**config.mk**
```make
export PLATFORM = sky130hd
export DESIGN_NAME = qbp_port
export DESIGN_NICKNAME = d
export VERILOG_FILES = /design/src/verilog/qbp_pkg.sv /design/src/verilog/qbp_port.sv /design/src/verilog/qbp_rst_qual.sv
export VERILOG_INCLUDE_DIRS = /design/src /design/src/verilog
export SDC_FILE = /design/constraint.sdc
export NUM_CORES = 1
export LEC_CHECK = 0
export BUFFER_PORTS_ARGS = -buffer_cell sky130_fd_sc_hd__buf_2
export CORE_MARGIN = 4
export CORE_UTILIZATION = 30
export CTS_CLUSTER_SIZE = 40
export DETAILED_ROUTE_END_ITERATION = 10
export PLACE_DENSITY = 0.57
export SLEW_MARGIN = 20
export SYNTH_ARGS = -nofsm -noshare
export SYNTH_HDL_FRONTEND = slang
export SYNTH_SLANG_ARGS = --single-unit
```
**constraint.sdc**
```tcl
create_clock -name clk_sys -period 3.4 [get_ports clk_sys]
set_clock_uncertainty 0.15 [all_clocks]
set_input_delay 0.17 -clock clk_sys [delete_from_list [all_inputs] [get_ports clk_sys]]
set_output_delay 0.17 -clock clk_sys [all_outputs]
set_load 0.01 [all_outputs]
```
**src/verilog/qbp_map.svh**
```systemverilog
// Purpose: Constants for the quasi-bidirectional port and reset qualifier
// Assumes: One core clock, clk_sys, at 40 MHz
// Notes:   Included by the package and by both design modules

`ifndef QBP_MAP_SVH
`define QBP_MAP_SVH

// ----------------------------------------------------------------
// Widths
// ----------------------------------------------------------------
`define QBP_PORT_W        8
`define QBP_CNT_W         2
`define QBP_RUN_W         6

// ----------------------------------------------------------------
// Bit positions of the alternate functions
// ----------------------------------------------------------------
`define QBP_BIT_SER_DATA  0
`define QBP_BIT_SER_TX    1
`define QBP_BIT_IRQ_ZERO  2
`define QBP_BIT_IRQ_ONE   3
`define QBP_BIT_CNT_ZERO  4
`define QBP_BIT_CNT_ONE   5

// ----------------------------------------------------------------
// Timing counts and reset values
// ----------------------------------------------------------------
`define QBP_STRONG_CYC    2
`define QBP_RST_HOLD_CYC  24
`define QBP_EFF_RST       8'hFF
`define QBP_PIN_RST       8'hFF
`define QBP_NONE          8'h00

`endif

```
**src/verilog/qbp_pkg.sv**
```systemverilog
// Purpose: Types shared by the port block and its reset qualifier
// Assumes: qbp_map.svh supplies widths
// Notes:   Carrier structs group pad, serial, interrupt and timer signals

`include "qbp_map.svh"

package qbp_pkg;

	// ----------------------------------------------------------------
	// Carriers
	// ----------------------------------------------------------------
	typedef logic [`QBP_PORT_W-1:0] qbp_byte_t;
	typedef logic [`QBP_CNT_W-1:0]  qbp_scnt_t;

	// Pad drive: o is the level, oe high while actively driven
	typedef struct packed {
		qbp_byte_t o;
		qbp_byte_t oe;
		qbp_byte_t strong_pu;
		qbp_byte_t weak_pu;
	} qbp_pad_t;

	typedef struct packed {
		logic sync_mode;
		logic txd;
		logic shift_clk;
		logic sdata_o;
	} qbp_ser_t;

	// Index 0 is external_irq_zero, index 1 external_irq_one
	typedef struct packed {
		logic [1:0] edge_mode;
		logic [1:0] hi_prio;
		logic [1:0] ack;
	} qbp_irq_cfg_t;

	typedef struct packed {
		logic [1:0] req;
		logic [1:0] hi_prio;
	} qbp_irq_t;

	// Index 0 is timer_zero, index 1 timer_one
	typedef struct packed {
		logic [1:0] gate;
		logic [1:0] count_in;
	} qbp_tmr_t;

	// ----------------------------------------------------------------
	// Module state
	// ----------------------------------------------------------------
	typedef struct packed {
		qbp_byte_t                  s1;
		qbp_byte_t                  s2;
		qbp_byte_t                  s3;
		qbp_byte_t                  filt;
		qbp_pad_t                   pad;
		qbp_scnt_t [`QBP_PORT_W-1:0] scnt;
		logic [1:0]                 irq_flag;
		qbp_irq_t                   irq;
	} qbp_port_st_t;

	typedef struct packed {
		logic                  s1;
		logic                  s2;
		logic                  s3;
		logic                  level;
		logic [`QBP_RUN_W-1:0] cnt;
		logic                  req;
	} qbp_rst_st_t;

endpackage

```
**src/verilog/qbp_port.sv**
```systemverilog
// Purpose: Pin logic of an eight-bit quasi-bidirectional port with
//          serial, interrupt and timer alternate functions
// Assumes: port_latch, ser_alt and irq_cfg come from clk_sys logic;
//          pin_in and rst_pin are asynchronous pads
// Notes:   Pad cell resolves o/oe/strong_pu/weak_pu into the pin level

`include "qbp_map.svh"

module qbp_port #(
	parameter int STRONG_CYC = `QBP_STRONG_CYC,
	parameter int HOLD_CYC   = `QBP_RST_HOLD_CYC
)(
	input  wire logic                 clk_sys,
	input  wire logic                 rstn,
	input  wire qbp_pkg::qbp_byte_t   port_latch,
	input  wire qbp_pkg::qbp_byte_t   pin_in,
	input  wire logic                 rst_pin,
	input  wire qbp_pkg::qbp_ser_t    ser_alt,
	input  wire qbp_pkg::qbp_irq_cfg_t irq_cfg,
	output qbp_pkg::qbp_pad_t         pad,
	output qbp_pkg::qbp_byte_t        pin_rd,
	output logic                      uart_rxd,
	output qbp_pkg::qbp_irq_t         irq,
	output qbp_pkg::qbp_tmr_t         tmr,
	output logic                      core_rst_req
);

	localparam qbp_pkg::qbp_scnt_t STRONG_V = STRONG_CYC[`QBP_CNT_W-1:0];
	localparam qbp_pkg::qbp_scnt_t SCNT_ONE = `QBP_CNT_W'(1);

	if (STRONG_CYC < 1 || STRONG_CYC >= (1 << `QBP_CNT_W))
	begin : g_chk
		$error("qbp_port: STRONG_CYC out of range");
	end

	// Port comes out of reset as all inputs on weak pull-ups
	localparam qbp_pkg::qbp_port_st_t ST_RST = '{
		s1:       `QBP_PIN_RST,
		s2:       `QBP_PIN_RST,
		s3:       `QBP_PIN_RST,
		filt:     `QBP_PIN_RST,
		pad:      '{o:         `QBP_EFF_RST,
		            oe:        `QBP_NONE,
		            strong_pu: `QBP_NONE,
		            weak_pu:   `QBP_EFF_RST},
		scnt:     '0,
		irq_flag: 2'h0,
		irq:      '{req: 2'h0, hi_prio: 2'h0}
	};

	qbp_pkg::qbp_port_st_t st_r;
	qbp_pkg::qbp_port_st_t st_nxt;

	wire qbp_pkg::qbp_byte_t              alt_o;
	wire qbp_pkg::qbp_byte_t              eff_n;
	wire qbp_pkg::qbp_byte_t              filt_n;
	wire qbp_pkg::qbp_byte_t              strong_n;
	wire qbp_pkg::qbp_scnt_t [`QBP_PORT_W-1:0] scnt_n;

	// ----------------------------------------------------------------
	// Alternate-function outputs
	// ----------------------------------------------------------------
	// Bits without an output function idle at one so the latch rules
	assign alt_o = {
		{(`QBP_PORT_W-2){1'h1}},
		ser_alt.sync_mode ? ser_alt.shift_clk : ser_alt.txd,
		ser_alt.sync_mode ? ser_alt.sdata_o : 1'h1
	};

	// ----------------------------------------------------------------
	// Per-bit input filter and pull-up sequencing
	// ----------------------------------------------------------------
	for (genvar i = 0; i < `QBP_PORT_W; i++)
	begin : g_bit
		logic rise;

		// Level moves only once the second and third flops agree
		assign filt_n[i] = (st_r.s2[i] == st_r.s3[i]) ?
		                   st_r.s3[i] : st_r.filt[i];
		assign eff_n[i]  = port_latch[i] & alt_o[i];
		assign rise      = eff_n[i] & ~st_r.pad.o[i];
		// Strong boost is dropped at once if the bit goes low again
		assign scnt_n[i] = rise ? STRONG_V :
		                   (eff_n[i] && st_r.scnt[i] != '0) ?
		                   st_r.scnt[i] - SCNT_ONE : '0;
		assign strong_n[i] = (scnt_n[i] != '0);

	end

	// ----------------------------------------------------------------
	// Next state
	// ----------------------------------------------------------------
	// Edge flags: a falling edge in the ack cycle still sets the flag
	always_comb
	begin
		logic [1:0] lvl;
		logic [1:0] fell;
		logic [1:0] flag;
		lvl  = {filt_n[`QBP_BIT_IRQ_ONE], filt_n[`QBP_BIT_IRQ_ZERO]};
		fell = {st_r.filt[`QBP_BIT_IRQ_ONE], st_r.filt[`QBP_BIT_IRQ_ZERO]}
		       & ~lvl;
		flag = fell | (st_r.irq_flag & ~irq_cfg.ack);
		st_nxt               = st_r;
		st_nxt.s1            = pin_in;
		st_nxt.s2            = st_r.s1;
		st_nxt.s3            = st_r.s2;
		st_nxt.filt          = filt_n;
		st_nxt.pad.o         = eff_n;
		st_nxt.pad.strong_pu = strong_n;
		st_nxt.pad.oe        = ~eff_n | strong_n;
		st_nxt.pad.weak_pu   = eff_n & ~strong_n;
		st_nxt.scnt          = scnt_n;
		st_nxt.irq_flag      = flag;
		// Level mode requests while the pin is low, edge mode on a flag
		st_nxt.irq.req       = (irq_cfg.edge_mode & flag) |
		                       (~irq_cfg.edge_mode & ~lvl);
		st_nxt.irq.hi_prio   = irq_cfg.hi_prio;
	end

	always_ff @(posedge clk_sys or negedge rstn)
	begin
		if (!rstn)
			st_r <= ST_RST;
		else
			st_r <= st_nxt;
	end

	// ----------------------------------------------------------------
	// Outputs, all straight from state flops
	// ----------------------------------------------------------------
	assign pad      = st_r.pad;
	assign pin_rd   = st_r.filt;
	assign uart_rxd = st_r.filt[`QBP_BIT_SER_DATA];
	assign irq      = st_r.irq;
	// Gating sees the filtered pin, never a raw pad sample
	assign tmr      = '{
		gate:     {st_r.filt[`QBP_BIT_IRQ_ONE],
		           st_r.filt[`QBP_BIT_IRQ_ZERO]},
		count_in: {st_r.filt[`QBP_BIT_CNT_ONE],
		           st_r.filt[`QBP_BIT_CNT_ZERO]}
	};

	// ----------------------------------------------------------------
	// Reset qualifier
	// ----------------------------------------------------------------
	qbp_rst_qual #(
		.HOLD_CYC     (HOLD_CYC)
	) u_rst_qual (
		.clk_sys      (clk_sys),
		.rstn         (rstn),
		.rst_pin      (rst_pin),
		.core_rst_req (core_rst_req)
	);
endmodule

```
**src/verilog/qbp_rst_qual.sv**
```systemverilog
// Purpose: Qualifies the external reset pin into an internal reset request
// Assumes: rst_pin is asynchronous to clk_sys
// Notes:   Request is a level, held while the pin stays high

`include "qbp_map.svh"

module qbp_rst_qual #(
	parameter int HOLD_CYC = `QBP_RST_HOLD_CYC
)(
	input  wire logic clk_sys,
	input  wire logic rstn,
	input  wire logic rst_pin,
	output logic      core_rst_req
);

	localparam logic [`QBP_RUN_W-1:0] HOLD_V  = HOLD_CYC[`QBP_RUN_W-1:0];
	localparam logic [`QBP_RUN_W-1:0] RUN_ONE = `QBP_RUN_W'(1);

	if (HOLD_CYC < 1 || HOLD_CYC >= (1 << `QBP_RUN_W))
	begin : g_chk
		$error("qbp_rst_qual: HOLD_CYC out of range");
	end

	qbp_pkg::qbp_rst_st_t st_r;
	qbp_pkg::qbp_rst_st_t st_nxt;

	// ----------------------------------------------------------------
	// Pin filter and high-time counter
	// ----------------------------------------------------------------
	// A lone glitch is ignored: the level moves only when s2 and s3 agree
	always_comb
	begin
		st_nxt       = st_r;
		st_nxt.s1    = rst_pin;
		st_nxt.s2    = st_r.s1;
		st_nxt.s3    = st_r.s2;
		st_nxt.level = (st_r.s2 == st_r.s3) ? st_r.s3 : st_r.level;
		if (!st_nxt.level)
			st_nxt.cnt = '0;
		else if (st_r.cnt != HOLD_V)
			st_nxt.cnt = st_r.cnt + RUN_ONE;
		st_nxt.req   = st_nxt.level && (st_nxt.cnt == HOLD_V);
	end

	always_ff @(posedge clk_sys or negedge rstn)
	begin
		if (!rstn)
			st_r <= '0;
		else
			st_r <= st_nxt;
	end

	assign core_rst_req = st_r.req;

	// ----------------------------------------------------------------
	// Checks
	// ----------------------------------------------------------------
	// Helper: consecutive cycles with the filtered level high
	logic [`QBP_RUN_W-1:0] run_r;
	always_ff @(posedge clk_sys or negedge rstn)
	begin
		if (!rstn)
			run_r <= '0;
		else if (!st_r.level)
			run_r <= '0;
		else if (run_r != '1)
			run_r <= run_r + RUN_ONE;
	end
endmodule

```
== Yosys cells after proc, flatten, opt, wreduce, memory -nomap -nowiden ==
Index checks and enable logic that the tools add are counted.
Word-level totals
  logic and storage cells: 130
  register bits: 97
  memories kept: 0
  bits in latches: 0
  bits in read-only memories: 0
  RAM bits: 0
Cells by class
  reduce and logical (&&, ||, !) cells: 25
  magnitude comparators: 0
  equality and inequality tests: 11
  divide/modulo/power cells: 0
  bitwise operators: 31
  shifts and indexed selects: 0
  multiplexer cells: 23
  add/subtract/negate cells: 9
  multiply operators: 0
Operators with widths (number)
  2-to-1 mux 2 bit: 16
  nonzero test 2 bit: 16
  inverter 8 bit: 2
  subtractor 2 x 1 -> 2 bit, second input constant: 8
  2-to-1 mux 6 bit: 2
  bitwise AND 1 bit: 10
  equality test 1 bit: 9
  logical AND 1 bit: 9
  bitwise AND 2 bit: 4
  bitwise AND 8 bit: 1
  inverter 1 bit: 8
  bitwise OR 8 bit: 1
  adder 6 x 1 -> 6 bit, second input constant: 1
  equality test 6 x 5 -> 1 bit, second input constant: 1
  inequality test 6 x 5 -> 1 bit, second input constant: 1
  inverter 2 bit: 3
  2-to-1 mux 1 bit: 5
  bitwise OR 2 bit: 2

== Depth between registers and ports, before layout ==
Gate-level depths: netlist of the first run.
  word-level depth: 8
  mapped depth: 6

== Cells and area by module ==
From an unflattened synthesis of the first run, not the netlist that was laid out.
Unflattened totals
  cell total of the unflattened synthesis: 284
  area, all modules: 3870.0 um2
By module, submodules not included
  qbp_port: area an instance 3370.7 um2, instances 1, cells an instance 238
  qbp_rst_qual: area an instance 499.2 um2, instances 1, cells an instance 46

== Worst setup path before layout of the first run ==
OpenSTA, ideal clock, no wires.
  path type: reg-to-reg
  start: register u_rst_qual.st_r[1] (netlist name)
  end: register u_rst_qual.st_r (netlist bit u_rst_qual.core_rst_req)
  setup slack: 1698 ps
  data required time: 3155 ps
  path buffers: 0
  cell stages (with the launch flop): 6
  arrival: 1457 ps
  setup time: 95 ps
  cells stage by stage: dfrtp_1 > ha_1 > nand3_1 > xor2_1 > or4_4 > nor4b_2
RTL lines
  from (decl): line qbp_rst_qual.sv:24  | qbp_pkg::qbp_rst_st_t st_r;
  from (signal assigned): line qbp_rst_qual.sv:50  | st_r <= st_nxt;

==> metrics.txt, run 1 <==
outcome=completed; FMAX=0.557 GHz; met3 WL=381 um; synthesis-to-layout area growth=21.7%; Yosys reg bits=97; routed wire length=5480 um; footprint of the multi-input gates=707 sq um; share of layout cells above drive strength 1=0.418; post-CTS setup buffers=0; DRT Pass-1 Iters=4; largest net degree at the start of global routing=51; initial antenna violation count=0; sequential share of power=0.503; PwrDens=576 nW/um^2; insertion delay to the later sink of the worst-skew pair=340 ps; H-tree depth=3; total CTS buffers=9; DP Worst Slack=1620 ps; vias in the first global route=2,105; worst hold path type=in -> reg; Antenna diodes=0; commonest non-fill, non-tap cells in the layout=buf_2 (77), dfrtp_1 (49), dfstp_2 (48); Seq/Total Area, Yosys=0.679; Die X=119 um; critical path type=reg -> reg; switching part of the total=0.221; Pint=2.00 mW; DP Wirelength=3870 um; first-pass GRT wire length=9420 um; Reg clk slew, reported paths=60 ps; # fillers=1,165; most common cell after layout, fill and taps aside=buf_2; Clock Sinks=97; max cap viols=0; power share of the combinational group=0.093; met1 WL=2380 um; CP Launch Type=register; clock network power share=0.404; Iter 0 DRT Violations=76; Bufs on Longest Clock Path=2; row cnt=40; Distinct cells, synth=28; root buffer cell=clkbuf_16; DRC=0; syn_area_per_cell=13.0 sq um; unrepaired setup endpoints after global routing=false; weighted congestion at the end of routability-driven global placement=0.696; peak supply drop=0.258 mV; Lkg Pwr=2.07 nW; nets@finish=386; Worst Tran Pin Value=584 ps; Sw Pwr=0.568 mW; max incr delay on CP=480 ps; Tcrit/Tclk final=0.528; post-route setup slack=1610 ps; Setup TNS Final=0 ps; total track usage=0.0864; Rel. slew slack=0.611; critical path fanouts, max=3; Wirelength per Cell=11.0 um; gr ovfl total=0; Via density=3.99; synth warn=0; Buffers on Ports=78; # setup viols final=0; Worst setup EP type=register; Crit path arrival time=1900 ps; core area=12,000 sq um; final worst path period need=1790 ps; Worst Hold Slack=51.6 ps; slowest stage cell on the critical path=or4_4; DIE AREA=14,000 sq um; Fin. Hold Viols=0; Max Slew Vio Count=0; CP cell instances=ha_1, nand3_1, xor2_1, or4_4, nor4b_2; Syn Nets=320; area taken by flip-flops and latches=2490 sq um; Antenna Nets Post-Route=0; Post-CTS Hold Buffers=24; critical path required time=3500 ps; Starting Density=0.306; Chip Height=119 um; TritonCTS clock tree=yes; io pins=79; Post-CTS Resized=0; DR vias=1,993; Synth Instances=281; metal2 WL=2550 um; top sig layer=met4; Post-Syn Area=3660 sq um
## critical path: cells and delay by family (launching register included)
family                   cells  cell delay, ps
AND/OR/NAND/NOR              3             820
XOR/XNOR                     1             160
flip-flops                   1             380
adder cells (fa/ha/maj)      1             200
## synth_stat cells
cell type / number / area (sq um)
a21o_1: 2 / 15.0
a21oi_1: 4 / 20.0
a21oi_2: 1 / 8.76
a31oi_1: 1 / 6.26
and2_1: 13 / 81.3
buf_4: 48 / 360
dfrtp_1: 49 / 1230
dfstp_2: 48 / 1260
ha_1: 10 / 125
inv_1: 29 / 109
maj3_1: 7 / 70.1
mux2_2: 1 / 11.3
nand2_1: 13 / 48.8
nand2b_1: 2 / 12.5
nand3_1: 4 / 20.0
nand3b_1: 1 / 7.51
nand4b_1: 1 / 8.76
nor2_1: 22 / 82.6
nor3_1: 1 / 5.00
nor4b_2: 1 / 15.0
nor4bb_1: 6 / 60.1
o21a_1: 2 / 15.0
o21ai_0: 9 / 45.0
o21ai_1: 1 / 5.00
or3_1: 1 / 6.26
or4_4: 1 / 11.3
xnor2_1: 1 / 8.76
xor2_1: 2 / 17.5
## layout make-up
class	instances	share of cell area
multi-input cells	107	0.159
repair buffers	103	0.147
clock inverters	4	0.0112
flip-flops and latches	97	0.558
clock buffers	12	0.0598
inverters	29	0.0244
well taps	147	0.0413
## stage by stage
stage,util,cells,area [sq um],power [mW]
after floorplan,-,281,3660,1.48
after global placement,0.326,459,3900,1.52
after detailed placement,0.326,459,3900,1.53
after CTS,0.373,499,4460,2.63
after global routing,0.373,499,4460,2.71
final,0.373,499,4460,2.57
## power groups by stage
stage,Sequential (mW),Combinational (mW),Clock [mW]
global placement,1.31,0.214,0
finish,1.29,0.238,1.04
global route,1.30,0.268,1.14
detailed placement,1.31,0.221,0
CTS,1.29,0.244,1.09
floorplan,1.31,0.173,0
## sequential cells by signal (all words and copies together) (netlist names)
signal                   flops
irq                          4
u_rst_qual.st_r              8
u_rst_qual.st_nxt            2
pad                         32
u_rst_qual.core_rst_req      1
pin_rd                       8
st_nxt                      16
st_r                        26
## cell families after synthesis
group	after synthesis	share of synthesized area
buffers and inverters	77	0.128
DFF	97	0.679
adders and majority gates	17	0.0533
and+or+nand+nor	66	0.0980
xor gates and xnor gates	3	0.00717
AOI/OAI and AO/OA	20	0.0314
muxes	1	0.00307
## layer usage
layer / vias to the layer above / GRT usage
li1: 976 / -
met1: 948 / 0.0955
met2: 56 / 0.135
met3: 13 / 0.0368
met4: 0 / 0.0587
met5: - / 0
## worst paths after layout
check / slack, ps / start / cells past startpoint / to
max: 1610 / u_rst_qual.st_r[2] / 5 / u_rst_qual.core_rst_req
min: 50 / port_latch[0] / 3 / pad[0]
max reg2reg: 1610 / u_rst_qual.st_r[2] / 5 / u_rst_qual.core_rst_req
min reg2reg: 200 / u_rst_qual.st_nxt[9] / 0 / u_rst_qual.st_nxt[8]
max in group asynchronous: 2170 / rstn / 3 / pad[30]
min in group asynchronous: 220 / rstn / 2 / st_r[11]
Power figures use the tool's default switching activity.
==> run 2, diff against run 1 <==
Clock period 3.4 ns to 1.9 ns, I/O delays scaled along.
==> metrics.txt, run 2 (synthesized netlist as in run 1, its figures left out) <==
root buffer cell=clkbuf_16; Crit path arrival time=1920 ps (+20 ps); post-CTS setup buffers=0 (unchanged); # fillers=1,157 (-0.69%); power share of the combinational group=0.096 (+0.003); Antenna diodes=0 (unchanged); critical path fanouts, max=3 (unchanged); dpl cells=460 (+0.22%); synthesis-to-layout area growth=22.2%; outcome=completed; gr ovfl total=0 (unchanged); unrepaired setup endpoints after global routing=false; Antenna Nets Post-Route=0 (unchanged); Clock Sinks=97 (unchanged); DP Area=3910 sq um (+0.19%); Largest register FFs=32 (unchanged); weighted congestion at the end of routability-driven global placement=0.692 (-0.52%); clock network power share=0.393 (-0.011); final worst path period need=1820 ps (+30.5 ps); Finished Layout Cells=503 (+0.80%); critical path type=reg -> reg; hold path depth=4 (+1); core area=12,000 sq um (unchanged); CP Launch Type=register; routed wire length=5630 um (+2.8%); Fin. Hold Viols=0 (unchanged); DIE AREA=14,000 sq um (unchanged); cell count of the worst reg-to-reg path=5 (unchanged); Sw Pwr=1.02 mW (+79%); Rel. slew slack=0.676 (+0.0655); max cap viols=0 (unchanged); DRT Pass-1 Iters=4 (unchanged); Worst Hold Slack=80.7 ps (+29.2 ps); PwrDens=1010 nW/um^2 (+75%); switching part of the total=0.225 (+0.00380); DR vias=2,002 (+0.45%); Max Slew Vio Count=0 (unchanged); first-pass GRT wire length=9850 um (+4.5%); Via density=3.98 (-0.35%); H-tree depth=3 (unchanged); Iter 0 DRT Violations=53 (-30%); # setup viols final=0 (unchanged); row cnt=40 (unchanged); Worst Tran Pin Value=485 ps (-98.2 ps); FMAX=0.548 GHz (-1.7%); Reg clk slew, reported paths=70 ps (about the same); DRC=0 (unchanged); total CTS buffers=9 (unchanged); Wirelength per Cell=11.2 um (+2.0%); Power, Total=4.52 mW (+76%); peak supply drop=0.517 mV (+100%); TritonCTS clock tree=yes; io pins=79 (unchanged); total track usage=0.0890 (+0.00267); Bufs on Longest Clock Path=2 (unchanged); DP Wirelength=3840 um (-0.80%); Die X=119 um (unchanged); critical path required time=2000 ps (-1500 ps); Starting Density=0.306 (unchanged); largest net degree at the start of global routing=98 (+92%); Pint=3.50 mW (+75%); most common cell after layout, fill and taps aside=buf_2; commonest non-fill, non-tap cells in the layout=buf_2 (77), dfrtp_1 (49), dfstp_2 (48); Worst setup EP type=register; share of layout cells above drive strength 1=0.419 (+0.000926); Tcrit/Tclk final=0.960 (+0.433); worst hold path type=in -> reg; insertion delay to the later sink of the worst-skew pair=340 ps (about the same); Chip Height=119 um (unchanged); Lkg Pwr=2.08 nW (+0.55%); initial antenna violation count=0 (unchanged); Buffers on Ports=78 (unchanged); fin area=4480 sq um (+0.45%); nets@finish=390 (+1.0%); Setup TNS Final=0 ps (unchanged); vias in the first global route=2,088 (-0.81%); sequential share of power=0.512 (+0.009)
==> run 2: changes by cell type in the layout (fill, tap and decap cells not counted), sizes merged <==
cell,previous run,this run
clkinv,1,4
clkbuf,12,10
dlygate4sd3,24,27
buf,79,80
clkinvlp,2,1
==> run 2: final timing paths <==
kind	start	end	slack, ps
setup reg to reg	u_rst_qual.st_r[1]	u_rst_qual.core_rst_req	80
min in group asynchronous	rstn	st_r[10]	210
max in group asynchronous	rstn	pad[30]	1010
setup / recovery	u_rst_qual.st_r[1]	u_rst_qual.core_rst_req	80
hold reg to reg	u_rst_qual.st_nxt[9]	u_rst_qual.st_nxt[8]	200
hold / removal	ser_alt[2]	pad[25]	80
==> run 2: cell type report <==
| cell class | instances | area (sq um) | share of cell area |
|---|---|---|---|
| clock inverters | 6 | 57.6 | 0.0129 |
| inverters | 29 | 109 | 0.0243 |
| repair buffers | 107 | 691 | 0.154 |
| multi-input cells | 107 | 709 | 0.158 |
| flip-flops and latches | 97 | 2490 | 0.556 |
| clock buffers | 10 | 239 | 0.0534 |
| well taps | 147 | 184 | 0.0411 |
==> run 2: power by group through the flow <==
stage                     registers [mW]  clock network, mW  logic, mW
after CTS                           2.32               1.86      0.445
after global routing                2.33               1.94      0.495
after detailed placement            2.35                  0      0.397
final                               2.31               1.78      0.433
after floorplan                     2.34                  0      0.310
after global placement              2.34                  0      0.387
==> run 2: metal layers <==
metal	wire length, um	global-route usage	up-vias
li1	-	-	986
met2	2600	0.135	51
met4	171	0.0565	0
met3	381	0.0335	12
met5	0	0	-
met1	2480	0.107	953
==> run 2: worst max-delay path, cell delays in order (launching register included) <==
cell and delay (ps):
dfrtp_1 380, ha_2 210, nand3_1 90, xor2_1 170, or4_4 480, nor4b_2 250
==> run 2: through the flow <==
stage	setup slack, ps	utilization
2_1_floorplan	198	-
3_3_place_gp	160	0.327
3_5_place_dp	90.0	0.327
4_1_cts	73.7	0.374
5_1_grt	5.70	0.374
6_report	75.2	0.374
==> run 2: what timing repair did <==
item	4_1_cts	5_1_grt
hold buffers	27	0
endpoints found under the setup margin	0	1
endpoints found under the hold margin	104	0
gates resized for setup	0	1
